`config.mk`:
```
export PLATFORM = sky130hd
export DESIGN_NAME = abp_dev_flat
export DESIGN_NICKNAME = d
export VERILOG_FILES = /design/src/abp_pkg.sv /design/src/abp_bus_if.sv /design/src/abp_dev.sv /design/src/flat_wrapper.sv
export SDC_FILE = /design/constraint.sdc
export NUM_CORES = 1
export LEC_CHECK = 0
export ABC_AREA = 1
export ABC_CLOCK_PERIOD_IN_PS = 3850
export BUFFER_PORTS_ARGS = -buffer_cell sky130_fd_sc_hd__buf_2
export CAP_MARGIN = 20
export CORE_ASPECT_RATIO = 2
export CORE_MARGIN = 3
export CORE_UTILIZATION = 35
export CTS_CLUSTER_DIAMETER = 50
export DETAILED_ROUTE_END_ITERATION = 16
export PLACE_DENSITY = 0.57
export RECOVER_POWER = 25
export REMOVE_ABC_BUFFERS = 1
export SYNTH_ARGS = -nofsm -noshare
export SYNTH_HDL_FRONTEND = slang
export SYNTH_SLANG_ARGS = --single-unit
export TNS_END_PERCENT = 50
```
`constraint.sdc`:
```
create_clock -name clk -period 3.85 [get_ports clk]
set_input_delay 0.1925 -clock clk [delete_from_list [all_inputs] [get_ports clk]]
set_output_delay 0.1925 -clock clk [all_outputs]
set_load 0.1 [all_outputs]
```
`src/abp_pkg.sv`:
```
// Package for the address-phase block: widths, bit positions, timing counts.
// Assumes a single 25 MHz bus clock shared by both ends.
package abp_pkg;
	// ====================================
	// Widths
	localparam int ADDR_W      = 32;
	localparam int PAR_W       = 4;
	localparam int TAG_W       = 4;
	// ====================================
	// Reply packet layout on the first direct-store beat
	localparam int REPLY_FLAG_BIT = 31;
	localparam int TAG_LSB        = 24;
	// ====================================
	// Fault pin timing, in cycles after the strobe
	localparam int FAULT_ASSERT_CYC  = 2;
	localparam int FAULT_RELEASE_CYC = 3;
	// ====================================
	// Reset values
	localparam logic [31:0] ADDR_RST = 32'h0000_0000;
	localparam logic [3:0]  PAR_RST  = 4'h0;

	typedef enum logic [1:0] {
		ABP_IDLE  = 2'b00,
		ABP_BEAT0 = 2'b01,
		ABP_BEAT1 = 2'b11,
		ABP_HOLD  = 2'b10
	} abp_state_type;

	// Odd parity per byte: byte 0 is the most significant (lines 0-7)
	function automatic logic [3:0] abp_odd_par(input logic [31:0] a);
		logic [3:0] p;
		p = 4'h0;
		for (int i = 0; i < 4; i++) begin
			p[3 - i] = ~(^a[8 * i +: 8]);
		end
		return p;
	endfunction : abp_odd_par
endpackage : abp_pkg

```
`src/abp_bus_if.sv`:
```
// Bus interface joining the processor end and the system end.
// Assumes the bench resolves shared lines from the enables.
interface abp_bus_if;
	logic [31:0] dev_addr_o, dev_addr_oe, sys_addr_o;
	logic [3:0]  dev_par_o, sys_par_o;
	logic        dev_par_oe, sys_addr_oe;
	logic [31:0] addr_lines;
	logic [3:0]  addr_byte_parity;
	logic        dev_xbs_o, dev_xbs_oe, dev_bs_o, dev_bs_oe;
	logic        sys_xbs_o, sys_bs_o, sys_strobe_oe;
	logic        xfer_begin_strobe_n;
	logic        ext_xfer_begin_strobe_n;
	logic        addr_ack_in_n;
	logic        grant_n;
	logic        fault_o, fault_oe;
	logic        addr_parity_fault_out_n;

	modport dev (
		input  addr_lines, addr_byte_parity, xfer_begin_strobe_n,
		input  ext_xfer_begin_strobe_n, addr_ack_in_n, grant_n, addr_parity_fault_out_n,
		output dev_addr_o, dev_addr_oe, dev_par_o, dev_par_oe,
		output dev_xbs_o, dev_xbs_oe, dev_bs_o, dev_bs_oe, fault_o, fault_oe
	);
	modport sys (
		input  addr_lines, addr_byte_parity, xfer_begin_strobe_n,
		input  ext_xfer_begin_strobe_n, addr_parity_fault_out_n, dev_addr_oe,
		output sys_addr_o, sys_par_o, sys_addr_oe, sys_xbs_o, sys_bs_o,
		output sys_strobe_oe, addr_ack_in_n, grant_n
	);
endinterface : abp_bus_if

```
`src/abp_dev.sv`:
```
// Processor end of the address phase: masters memory and direct-store
// tenures, snoops other masters, checks parity and raises faults.
// Assumes grant and acknowledge are synchronous to clk, active low.
// Function
// RL1: Snoop address sampled only in strobe cycle
// RL2: Direct-store tenure: control packet, then address
// RL3: Reply beats carry control, status and tag
// RL4: First beat after grant with extended strobe
// RL5: Release address lines cycle after acknowledge
// RL6: Snoop first beat, match reply tag
// RL7: Other master presents beats on consecutive cycles
// RL8: Four odd-parity lines, one per byte
// RL9: Byte plus parity has odd ones count
// RL10: Parity error gives checkstop or machine check
// RL11: Memory address after grant with strobe
// RL12: Fault pin low second cycle, released third
// RL13: Per-byte check combined into one error
module abp_dev (
	input  wire logic  clk,
	input  wire logic  rst,
	abp_bus_if.dev     bus,
	input  wire logic  mem_req,
	input  wire logic  ds_req,
	input  wire logic  [31:0] req_addr,
	input  wire logic  [31:0] req_ctl_tag,
	input  wire logic  [3:0]  proc_tag_id,
	input  wire logic  impl_config_reg,
	input  wire logic  machine_check_enable,
	output logic       busy,
	output logic       reply_hit,
	output logic [31:0] reply_word,
	output logic       checkstop,
	output logic       machine_check
);
	// ====================================
	// Master sequencing
	abp_pkg::abp_state_type st_r, st_nxt;
	logic        is_ds_r;
	logic [31:0] addr_r, beat1_r;
	logic [31:0] drive_addr;
	logic        granted;
	logic        acked;

	assign granted = ~bus.grant_n && st_r == abp_pkg::ABP_IDLE && (mem_req || ds_req);
	assign acked   = ~bus.addr_ack_in_n;

	always_comb begin
		st_nxt = st_r;
		unique case (st_r)
			abp_pkg::ABP_IDLE:  if (granted) st_nxt = abp_pkg::ABP_BEAT0;
			abp_pkg::ABP_BEAT0: st_nxt = acked ? abp_pkg::ABP_IDLE
				: (is_ds_r ? abp_pkg::ABP_BEAT1 : abp_pkg::ABP_HOLD); // RL4
			abp_pkg::ABP_BEAT1: if (acked) st_nxt = abp_pkg::ABP_IDLE; // RL5
			abp_pkg::ABP_HOLD:  if (acked) st_nxt = abp_pkg::ABP_IDLE; // RL5
		endcase
	end

	// Direct-store beat 0 is control/tag, beat 1 the physical address
	assign drive_addr = (st_nxt == abp_pkg::ABP_BEAT1) ? beat1_r : addr_r; // RL2

	always_ff @(posedge clk or posedge rst) begin
		if (rst) begin
			st_r    <= abp_pkg::ABP_IDLE;
			is_ds_r <= 1'b0;
			addr_r  <= abp_pkg::ADDR_RST;
			beat1_r <= abp_pkg::ADDR_RST;
		end else begin
			st_r <= st_nxt;
			if (granted) begin
				is_ds_r <= ds_req;
				addr_r  <= ds_req ? req_ctl_tag : req_addr; // RL2 RL3 RL11
				beat1_r <= req_addr;
			end else if (st_nxt == abp_pkg::ABP_BEAT1) begin
				addr_r  <= beat1_r;
			end
		end
	end

	// ====================================
	// Pin drive: address, parity, strobes all registered
	logic        drv_r, bs_r, xbs_r;
	logic [31:0] aout_r;
	logic [3:0]  pout_r;
	logic        drv_nxt;
	assign drv_nxt = st_nxt != abp_pkg::ABP_IDLE;

	always_ff @(posedge clk or posedge rst) begin
		if (rst) begin
			drv_r  <= 1'b0;
			bs_r   <= 1'b0;
			xbs_r  <= 1'b0;
			aout_r <= abp_pkg::ADDR_RST;
			pout_r <= abp_pkg::PAR_RST;
		end else begin
			drv_r  <= drv_nxt; // RL5
			bs_r   <= granted && !ds_req; // RL11
			xbs_r  <= granted && ds_req; // RL4
			aout_r <= granted ? (ds_req ? req_ctl_tag : req_addr) : drive_addr;
			pout_r <= abp_pkg::abp_odd_par(granted ? (ds_req ? req_ctl_tag : req_addr)
				: drive_addr); // RL8 RL9
		end
	end

	assign bus.dev_addr_o  = aout_r;
	assign bus.dev_addr_oe = {32{drv_r}};
	assign bus.dev_par_o   = pout_r; // RL8
	assign bus.dev_par_oe  = drv_r;
	// Strobes are driven from the beat they assert, then negated, until the address lines are released
	assign bus.dev_bs_o    = ~bs_r;
	assign bus.dev_xbs_o   = ~xbs_r;
	assign bus.dev_bs_oe   = drv_r && !is_ds_r;
	assign bus.dev_xbs_oe  = drv_r && is_ds_r;
	assign busy            = drv_r;

	// ====================================
	// Snoop and parity check
	logic        snoop_mem, snoop_ds, snoop;
	logic [3:0]  byte_err;
	logic        par_err;
	logic        tag_hit;
	// Only the strobe cycle is sampled; later beats are ignored
	assign snoop_mem = ~bus.xfer_begin_strobe_n && !drv_r; // RL1
	assign snoop_ds  = ~bus.ext_xfer_begin_strobe_n && !drv_r; // RL6 RL7
	assign snoop     = snoop_mem || snoop_ds;
	assign byte_err  = abp_pkg::abp_odd_par(bus.addr_lines) ^ bus.addr_byte_parity; // RL13
	assign par_err   = snoop && (|byte_err); // RL10 RL13
	assign tag_hit   = snoop_ds && bus.addr_lines[abp_pkg::REPLY_FLAG_BIT]
		&& bus.addr_lines[abp_pkg::TAG_LSB +: abp_pkg::TAG_W] == proc_tag_id; // RL6

	logic       err_d1_r, fault_r;
	logic       hit_r, cs_r, mc_r;
	logic [31:0] rword_r;

	always_ff @(posedge clk or posedge rst) begin
		if (rst) begin
			err_d1_r <= 1'b0;
			fault_r  <= 1'b0;
			hit_r    <= 1'b0;
			rword_r  <= abp_pkg::ADDR_RST;
			cs_r     <= 1'b0;
			mc_r     <= 1'b0;
		end else begin
			err_d1_r <= par_err;
			fault_r  <= err_d1_r; // RL12
			hit_r    <= tag_hit && !(|byte_err);
			if (tag_hit) rword_r <= bus.addr_lines; // RL3
			// Checkstop is sticky until reset; machine check is one pulse
			if (par_err && impl_config_reg && !machine_check_enable) cs_r <= 1'b1; // RL10
			mc_r <= par_err && impl_config_reg && machine_check_enable; // RL10
		end
	end

	// Open drain: drive low only when faulting
	assign bus.fault_o  = 1'b0;
	assign bus.fault_oe = fault_r; // RL12
	assign reply_hit     = hit_r;
	assign reply_word    = rword_r;
	assign checkstop     = cs_r;
	assign machine_check = mc_r;
endmodule : abp_dev

```
`src/flat_wrapper.sv`:
```
// flat-port wrapper written by rule: the top's interface ports become plain ports
module abp_dev_flat 
  (clk, rst, mem_req, ds_req, req_addr, req_ctl_tag, proc_tag_id, impl_config_reg, machine_check_enable, busy, reply_hit, reply_word, checkstop, machine_check, bus_addr_lines, bus_addr_byte_parity, bus_xfer_begin_strobe_n, bus_ext_xfer_begin_strobe_n, bus_addr_ack_in_n, bus_grant_n, bus_addr_parity_fault_out_n, bus_dev_addr_o, bus_dev_addr_oe, bus_dev_par_o, bus_dev_par_oe, bus_dev_xbs_o, bus_dev_xbs_oe, bus_dev_bs_o, bus_dev_bs_oe, bus_fault_o, bus_fault_oe);
  abp_bus_if bus_i ();
  input  wire logic clk;
  input  wire logic rst;
  input  wire logic mem_req;
  input  wire logic ds_req;
  input  wire logic  [31:0] req_addr;
  input  wire logic  [31:0] req_ctl_tag;
  input  wire logic  [3:0] proc_tag_id;
  input  wire logic impl_config_reg;
  input  wire logic machine_check_enable;
  output logic busy;
  output logic reply_hit;
  output logic [31:0] reply_word;
  output logic checkstop;
  output logic machine_check;
  input wire logic [$bits(bus_i.addr_lines)-1:0] bus_addr_lines;
  input wire logic [$bits(bus_i.addr_byte_parity)-1:0] bus_addr_byte_parity;
  input wire logic [$bits(bus_i.xfer_begin_strobe_n)-1:0] bus_xfer_begin_strobe_n;
  input wire logic [$bits(bus_i.ext_xfer_begin_strobe_n)-1:0] bus_ext_xfer_begin_strobe_n;
  input wire logic [$bits(bus_i.addr_ack_in_n)-1:0] bus_addr_ack_in_n;
  input wire logic [$bits(bus_i.grant_n)-1:0] bus_grant_n;
  input wire logic [$bits(bus_i.addr_parity_fault_out_n)-1:0] bus_addr_parity_fault_out_n;
  output wire logic [$bits(bus_i.dev_addr_o)-1:0] bus_dev_addr_o;
  output wire logic [$bits(bus_i.dev_addr_oe)-1:0] bus_dev_addr_oe;
  output wire logic [$bits(bus_i.dev_par_o)-1:0] bus_dev_par_o;
  output wire logic [$bits(bus_i.dev_par_oe)-1:0] bus_dev_par_oe;
  output wire logic [$bits(bus_i.dev_xbs_o)-1:0] bus_dev_xbs_o;
  output wire logic [$bits(bus_i.dev_xbs_oe)-1:0] bus_dev_xbs_oe;
  output wire logic [$bits(bus_i.dev_bs_o)-1:0] bus_dev_bs_o;
  output wire logic [$bits(bus_i.dev_bs_oe)-1:0] bus_dev_bs_oe;
  output wire logic [$bits(bus_i.fault_o)-1:0] bus_fault_o;
  output wire logic [$bits(bus_i.fault_oe)-1:0] bus_fault_oe;
  assign bus_i.addr_lines = bus_addr_lines;
  assign bus_i.addr_byte_parity = bus_addr_byte_parity;
  assign bus_i.xfer_begin_strobe_n = bus_xfer_begin_strobe_n;
  assign bus_i.ext_xfer_begin_strobe_n = bus_ext_xfer_begin_strobe_n;
  assign bus_i.addr_ack_in_n = bus_addr_ack_in_n;
  assign bus_i.grant_n = bus_grant_n;
  assign bus_i.addr_parity_fault_out_n = bus_addr_parity_fault_out_n;
  assign bus_dev_addr_o = bus_i.dev_addr_o;
  assign bus_dev_addr_oe = bus_i.dev_addr_oe;
  assign bus_dev_par_o = bus_i.dev_par_o;
  assign bus_dev_par_oe = bus_i.dev_par_oe;
  assign bus_dev_xbs_o = bus_i.dev_xbs_o;
  assign bus_dev_xbs_oe = bus_i.dev_xbs_oe;
  assign bus_dev_bs_o = bus_i.dev_bs_o;
  assign bus_dev_bs_oe = bus_i.dev_bs_oe;
  assign bus_fault_o = bus_i.fault_o;
  assign bus_fault_oe = bus_i.fault_oe;
  abp_dev u_core (.clk(clk), .rst(rst), .bus(bus_i), .mem_req(mem_req), .ds_req(ds_req), .req_addr(req_addr), .req_ctl_tag(req_ctl_tag), .proc_tag_id(proc_tag_id), .impl_config_reg(impl_config_reg), .machine_check_enable(machine_check_enable), .busy(busy), .reply_hit(reply_hit), .reply_word(reply_word), .checkstop(checkstop), .machine_check(machine_check));
endmodule
```
* Word-level counts from Yosys, hierarchy flattened
Cells that the tools add are included.
** Cells by class
- Equality and inequality tests :: 5
- Muxes and demuxes :: 8
- Bitwise logic cells :: 14
- Reductions and logical operators :: 34
** Operator list (count)
- 32-bit 2-to-1 mux :: 3
- 8-bit parity :: 8
- 1-bit logical AND :: 15
- 1-bit NOT :: 13
- 2-bit equality test (second input constant) :: 3
- 2-bit 2-to-1 mux :: 3
- 2-bit case mux with 3 select lines :: 1
- 1-bit logical NOT :: 5
- 4-bit equality test :: 1
- 4-bit OR reduction :: 1
- 4-bit XOR :: 1
- 2-bit by 1-bit equality test with 1-bit output (second input constant) :: 1
- 2-bit logical NOT :: 1
- 1-bit logical OR :: 2
- 2-bit nonzero test :: 1
- 2-bit OR reduction :: 1
- 1-bit 2-to-1 mux :: 1
** Word-level totals
- Bits in registers :: 111
- Input bits :: 115
- Output and inout port bits :: 111
- Logic and storage cells :: 75

* Depth between registers and ports, before layout
Gate-level depths: netlist (run 1).
- Word-level depth :: 10
- Gate-level depth with buffers :: 14
- Depth with buffers taken out :: 14

* Worst setup path after synthesis (run 1)
Ideal clock, no wire load.
- Path type :: flip-flop to output port
- Start :: reg u_core.drv_r, in the netlist u_core.bus.dev_par_oe
- End :: out bus_dev_bs_oe
- Data arrival time :: 2837 ps
- Required time :: 3658 ps
- Path slack :: 820 ps
- Stages on the path, launching flop included :: 3
- Buffers on the path :: 0
- Path through :: dfrtp_1 inv_1 nor2_1
** Between the ends
- Word-level cells in the longest chain between the ends :: 1
** RTL lines
- from (decl) :: line abp_dev.sv:81 : logic drv_r, bs_r, xbs_r;
- from (signal assigned) :: line abp_dev.sv:95 : drv_r <= drv_nxt;
- 1-bit logical AND :: line abp_dev.sv:111 : assign bus.dev_bs_oe = drv_r && !is_ds_r;
- to (decl) :: line flat_wrapper.sv:33 : output wire logic [$bits(bus_i.dev_bs_oe)-1:0] bus_dev_bs_oe;
No other way between the ends.

==> results of run 1 <==
==> routing by layer <==
layer	routed length (um)	up-vias	part of all wire	global-route usage
li1	-	3041	-	-
met1	6740	2720	0.39	0.192
met2	9360	173	0.54	0.325
met3	1030	18	0.059	0.0269
met4	351	2	0.020	0.0628
met5	7	-	0.00040	0
==> cell type report <==
class / instances / area [um^2] / share of cell area
Tap cell: 216 / 270 / 0.0346
Sequential cell: 111 / 2780 / 0.355
Timing Repair Buffer: 233 / 1190 / 0.152
Antenna cell: 1 / 2.50 / 0.000320
Inverter: 111 / 419 / 0.0536
Clock inverter: 7 / 57.6 / 0.00736
Clock buffer: 9 / 225 / 0.0288
Multi-Input combinational cell: 612 / 2880 / 0.368
==> worst max-delay path: cells and delay by family <==
kind,cells,cell delay (ps)
buf+inv,4,2820
==> per-stage QoR <==
stage               std cells  hold slack (ps)  setup TNS, ps   util  area [um^2]
floorplan                 834              306       -1331420      -         6070
finish                   1300             55.4              0  0.427         7820
global placement         1282              334              0  0.413         7560
CTS                      1299             43.8              0  0.429         7850
detailed placement       1282              338              0  0.413         7560
global route             1299             52.9              0  0.427         7820
==> state kept, by name, indices dropped and copies added, names as in the netlist <==
register,cells
u_core.st_r,2
u_core.bs_r,1
u_core.bus.dev_addr_o,32
u_core.xbs_r,1
u_core.machine_check,1
u_core.err_d1_r,1
u_core.beat1_r,32
u_core.bus.fault_oe,1
u_core.checkstop,1
u_core.bus.dev_par_oe,1
u_core.reply_hit,1
u_core.is_ds_r,1
u_core.bus.dev_par_o,4
u_core.reply_word,32
==> cells by family after synthesis <==
| kind of cell | share of synthesized area |
|---|---|
| flops | 0.426 |
| simple gates | 0.307 |
| buf+inv | 0.134 |
| compound gates | 0.0779 |
| other cells | 0.000575 |
| xor+xnor | 0.0550 |
==> final timing paths <==
kind,startpoint,endpoint
worst max-delay path,rst,u_core.beat1_r[18]$_DFFE_PP0N_
worst min-delay path,req_addr[7],u_core.beat1_r[7]$_DFFE_PP0N_
max in group clk,u_core.st_r[0]$_DFF_PP0_,u_core.bus.dev_par_o[0]$_DFF_PP0_
min in group asynchronous,rst,u_core.reply_hit$_DFF_PP0_
worst min register to register,u_core.err_d1_r$_DFF_PP0_,u_core.bus.fault_oe$_DFF_PP0_
worst max register to register,u_core.st_r[0]$_DFF_PP0_,u_core.bus.dev_par_o[0]$_DFF_PP0_
==> synth_stat cells (all sizes together) <==
| master | count | area (um^2) |
|---|---|---|
| xor2 | 20 | 175 |
| nor3 | 1 | 5.00 |
| nand3b | 1 | 7.51 |
| dfrtp | 111 | 2780 |
| o21ai | 86 | 479 |
| nor2 | 15 | 71.3 |
| clkinv | 1 | 3.75 |
| nand4 | 4 | 25.0 |
| or2 | 1 | 6.26 |
| xnor2 | 21 | 184 |
| a221oi | 1 | 8.76 |
| o21a | 1 | 7.51 |
| a21boi | 1 | 7.51 |
| conb | 1 | 3.75 |
| nand2 | 426 | 1650 |
| nand3 | 32 | 235 |
| clkbuf | 11 | 41.3 |
| a21oi | 1 | 5.00 |
| buf | 56 | 414 |
| inv | 110 | 415 |
==> results.env, run 1 <==
POSTCTSHOLDBUFS=1
CTS_BUFFERS=9
WORSTPATHCELLLIST='dlygate4sd3_1 -> buf_2 -> inv_1 -> buf_4'
PLACE_WORST_SETUP_SLACK_PS=1180
MAPPED_AVG_CELL_AREA_UM2=7.24
CLK_PIN_SLEW_PS=80
SLOWEST_STAGE='inv_1'
HOLD_VIOL_FINAL=0
CTS-ROOT-TO-SINK-BUFFERS=2
DETAILEDROUTE.FIRSTITERATIONVIOLATIONS=164
FINALWEIGHTEDCONGESTION=0.784
TIMING.MAX_SLEW.REL_SLACK=-0.497
CTS_REPAIR_RESIZE_COUNT=0
TOP_LEVEL_PORTS=226
YOSYS_REGISTER_BITS=111
SYNTH_SEQ_AREA_SHARE=0.426
SYNTH.DISTINCT_CELLS=31
FIRST_GLOBAL_VIAS=5559
GRT_SETUP_UNREPAIRED='false'
HPWL_UM=12800
CHIPWIDTH_UM=103
ACHIEVABLE-FREQUENCY_GHz=0.389
YOSYS_WARNINGS=0
OUTCOME='finished with violations'
FINISH.NET_COUNT=1193
DRIVE_ABOVE_1_SHARE=0.257
POST_SYNTH_INSTANCE_AREA_UM2=6530
TIMING.REG2REG.WORST_PATH_DEPTH=11
GRT_FIRST_PASS_WIRELENGTH_UM=27200
WORST-SETUP-PATH-TYPE='in2async'
WORST_HOLD_DEPTH=3
DIE_H_UM=199
ANTENNA_FOUND_INITIAL=2
VIAS=5954
SETUP_VIOL=0
GRT_MAX_DEGREE=65
GRT_USAGE=0.173
FLOW.AREA_GROWTH_FROM_SYNTHESIS_PCT=19.8
FINAL_MIN_PERIOD_OVER_CLOCK_PERIOD=0.668
CRIT_PATH_MAX_FANOUT=58
CLOCK-SINKS=111
TRITONCTS='done'
TIMING.REG2REG.SETUP_SLACK_PS=1380
WORSTSETUPSTARTPOINTTYPE='input pin'
PORT-BUFFER-COUNT=223
MAX_CAP_VIOLATIONS=1
WORSTSKEWPAIRLATENCY_PS=350
TIMING.CLOCK.SKEW_PS=10.0
POSTSYNTHCELLCOUNT=901
CRITICAL_PATH_MAX_STAGE_DELAY_PS=1560
ROUTED_VIA_DENSITY=4.58
WORSTMARGINPINSLEW_PS=2240
SLEW_VIOLATIONS=59
ROUTE.DETAILED.WL_PER_INST_UM=13.4
ROUTED_WL_UM=17500
CORE_AREA_UM2=18300
CRIT_PATH_END_KIND='asynchronous set/reset pin'
HP-CLASS='in2reg'
GRT.OVERFLOW.TOTAL=0
ROW_COUNT=70
MOSTFREQUENTLAYOUTCELL='nand2_1'
DIE_AREA_UM2=20400
FINALWORSTSETUPSLACK_PS=1280
CTS-ROOT-BUF='clkbuf_16'
FILLCELLCOUNT=2000
INITIAL_UTILIZATION=0.356
CLOCK_TREE.HTREE_LEVEL_COUNT=3
POST_ROUTE_ANTENNA_NET_VIOLATION_COUNT=0
DRCVIOLATIONCOUNT=0
POSTCTSSETUPBUFFERS=0
FAILED_CHECKS='capacitance limit, slew limit'
DRT_FIRST_PASS_ITERS=4
MOST-COMMON-LAYOUT-CELLS='405 x nand2_1, 200 x buf_2, 111 x dfrtp_1'
PERIOD_MINUS_SLACK_PS=2570
REQUIRED_PS=4340
CP.ARRIVAL_PS=3060
Power of run 1 is not shown: default switching activity piles up to over one toggle a cycle in this logic, so the estimate is an artifact.
==> run 2: changes to the inputs <==
--- a/config.mk
+++ b/config.mk
@@ -6,7 +6,7 @@
 export NUM_CORES = 1
 export LEC_CHECK = 0
 export ABC_AREA = 1
-export ABC_CLOCK_PERIOD_IN_PS = 3850
+export ABC_CLOCK_PERIOD_IN_PS = 2300
 export BUFFER_PORTS_ARGS = -buffer_cell sky130_fd_sc_hd__buf_2
 export CAP_MARGIN = 20
 export CORE_ASPECT_RATIO = 2
@@ -14,7 +14,7 @@
 export CORE_UTILIZATION = 35
 export CTS_CLUSTER_DIAMETER = 50
 export DETAILED_ROUTE_END_ITERATION = 16
-export PLACE_DENSITY = 0.57
+export PLACE_DENSITY = 0.6
 export RECOVER_POWER = 25
 export REMOVE_ABC_BUFFERS = 1
 export SYNTH_ARGS = -nofsm -noshare
==> constraint.sdc (replaced) <==
create_clock -name clk -period 2.3 [get_ports clk]
set_input_delay 0.115 -clock clk [delete_from_list [all_inputs] [get_ports clk]]
set_output_delay 0.115 -clock clk [all_outputs]
set_load 0.1 [all_outputs]
==> run 2 against run 1 <==
The flow now finishes without violations. Flip-flop and latch count stayed put. Largest cell class unchanged. Sequential share of layout area is 1.9 points lower. Global-route usage up 0.065 points. Via count is 1.3% higher. Worst setup slack worse by 890 ps. Clock-buffer cell count rose by 3. Wire length rose by 1.2%. First-iteration DRC count is 18% lower. Hold slack lost 39 ps. Utilization up 2.4 points. Final cell count is 2.8% higher. Final area grew 5.7%.
==> results.env, run 2 (same netlist as run 1, synthesis figures left out) <==
POSTCTSSETUPBUFFERS=0  # unchanged
DRT_FIRST_PASS_ITERS=4  # unchanged
HOLD_PATH_STARTPOINT='req_addr[19]'
INITIAL_UTILIZATION=0.356  # unchanged
ROUTE.DETAILED.WL_PER_INST_UM=13.2  # -1.5%
CTS-ROOT-BUF='clkbuf_16'
OUTCOME='finished, final reports clean'
WORSTSETUPSTARTPOINTTYPE='flip-flop'
ROUTED_VIA_DENSITY=4.51  # -1.4%
TIMING.MAX_SLEW.REL_SLACK=0.228  # +0.725
HOLD_VIOL_FINAL=0  # unchanged
CLOCK-SINKS=111  # unchanged
FINISH.NET_COUNT=1230  # +3.1%
CTS-ROOT-TO-SINK-BUFFERS=2  # unchanged
WORSTREG2REGEND='u_core.bus.dev_par_o[0]$_DFF_PP0_'
ANTENNA_FOUND_INITIAL=0  # -2
GRT_MAX_DEGREE=56  # -14%
CHIPWIDTH_UM=103  # unchanged
CLK_PIN_SLEW_PS=70  # about the same
CLOCK_TREE.HTREE_LEVEL_COUNT=3  # unchanged
DETAILEDROUTE.FIRSTITERATIONVIOLATIONS=134  # -18%
ROUTED_WL_UM=17700  # +1.2%
GRT_USAGE=0.174  # +0.000649
REQUIRED_PS=2590  # -1750 ps
CRIT_PATH_MAX_FANOUT=22  # -62%
SETUP_VIOL=0  # unchanged
HPWL_UM=13000  # +1.6%
DRIVE_ABOVE_1_SHARE=0.273  # +0.0165
SLEW_VIOLATIONS=0  # -100%
FINALWEIGHTEDCONGESTION=0.784  # about the same
GRT.OVERFLOW.TOTAL=0  # unchanged
TIMING.REG2REG.SETUP_SLACK_PS=390  # -990 ps
WORST_R2R_STARTPOINT='u_core.is_ds_r$_DFFE_PP0N_'
FLOW.AREA_GROWTH_FROM_SYNTHESIS_PCT=26.6
FILLCELLCOUNT=1910  # -4.5%
PERIOD_MINUS_SLACK_PS=1910
TIMING.REG2REG.WORST_PATH_DEPTH=11  # unchanged
SETUP_TOTAL_NEGATIVE_SLACK_PS=0  # unchanged
GRT_FIRST_PASS_WIRELENGTH_UM=27500  # +1.2%
DIE_AREA_UM2=20400  # unchanged
CORE_AREA_UM2=18300  # unchanged
WORSTMARGINPINSLEW_PS=1160  # -1080 ps
DIE_H_UM=199  # unchanged
POST_ROUTE_ANTENNA_NET_VIOLATION_COUNT=0  # unchanged
CRIT_PATH_END_KIND='flip-flop'
WORST_HOLD_DEPTH=3  # unchanged
TIMING.CLOCK.SKEW_PS=10.7  # +0.679 ps
POSTCTSHOLDBUFS=33  # +32
ROW_COUNT=70  # unchanged
FINAL_MIN_PERIOD_OVER_CLOCK_PERIOD=0.832
MOSTFREQUENTLAYOUTCELL='nand2_1'
VIAS=6031  # +1.3%
TOP_LEVEL_PORTS=226  # unchanged
CTS_BUFFERS=9  # unchanged
PORT-BUFFER-COUNT=223  # unchanged
ACHIEVABLE-FREQUENCY_GHz=0.523
HP-CLASS='in2reg'
POSTLAYOUTCOREUTIL=0.451  # +0.0242
WORST-SETUP-PATH-TYPE='reg2reg'
MOST-COMMON-LAYOUT-CELLS='405 x nand2_1, 222 x buf_2, 111 x dfrtp_1'
GRT_SETUP_UNREPAIRED='false'
FINISH.CELL_COUNT_WITHOUT_FILLERS=1336  # +2.8%
WORSTSKEWPAIRLATENCY_PS=350  # about the same
CP.ARRIVAL_PS=2210  # -850 ps
DRCVIOLATIONCOUNT=0  # unchanged
HOLD_END='u_core.beat1_r[19]$_DFFE_PP0N_'
NUMPLACEDINSTANCES=1287  # +0.39%
FIRST_GLOBAL_VIAS=5611  # +0.94%
MAX_CAP_VIOLATIONS=0  # -1
ANTENNA_CELL_COUNT=0  # -1
CTS_REPAIR_RESIZE_COUNT=0  # unchanged
TRITONCTS='done'
-- run 2: cell count changes in the layout (fill, tap and decap cells not counted), sizes merged --
cell	before	now
clkbuf	32	14
inv	111	110
buf	209	235
clkinvlp	3	1
bufinv	0	2
dlygate4sd3	1	33
clkinv	4	2
diode	1	0
-- run 2: worst max-delay path, cell delays in order (launching register included) --
cell	delay (ps)
dfrtp_1	430
nor2_1	190
nor2_4	60
inv_2	390
nand2_1	130
nand3_2	100
nand2_2	90
xnor2_1	220
nand2_1	80
nand2_1	70
nand2_1	50
nand2_1	50
-- run 2: layout make-up --
type	instances	area [um^2]	area share
well taps	216	270	0.0327
inverters	111	419	0.0507
multi-input cells	612	2880	0.348
clock inverters	4	76.3	0.00924
flip-flops and latches	111	2780	0.336
clock buffers	12	267	0.0323
repair buffers	270	1580	0.191
-- run 2: worst max path at each step --
stage                                          startpoint                                 to
after floorplan           u_core.bus.dev_par_oe$_DFF_PP0_   u_core.reply_word[0]$_DFFE_PP0P_
after global placement         u_core.is_ds_r$_DFFE_PP0N_  u_core.bus.dev_par_o[0]$_DFF_PP0_
after detailed placement       u_core.is_ds_r$_DFFE_PP0N_  u_core.bus.dev_par_o[0]$_DFF_PP0_
after CTS                      u_core.is_ds_r$_DFFE_PP0N_  u_core.bus.dev_par_o[1]$_DFF_PP0_
after global routing             u_core.st_r[0]$_DFF_PP0_  u_core.bus.dev_par_o[1]$_DFF_PP0_
final                          u_core.is_ds_r$_DFFE_PP0N_  u_core.bus.dev_par_o[0]$_DFF_PP0_
-- run 2: layer usage --
layer	wire, um	global-route usage	vias up
met5	0	0	-
met4	369	0.0637	0
met3	1070	0.0325	17
met2	9660	0.330	171
met1	6590	0.185	2734
li1	-	-	3109
-- run 2: per-stage QoR --
stage                     hold WS, ps  area (um^2)  setup slack (ps)
after global placement            277         7610               391
after global routing             7.27         8260               155
final                            16.3         8260               386
after CTS                        2.35         8280               338
after floorplan                   229         6070            -21630
after detailed placement          282         7610               353
Power of run 2 is left out for the same reason.
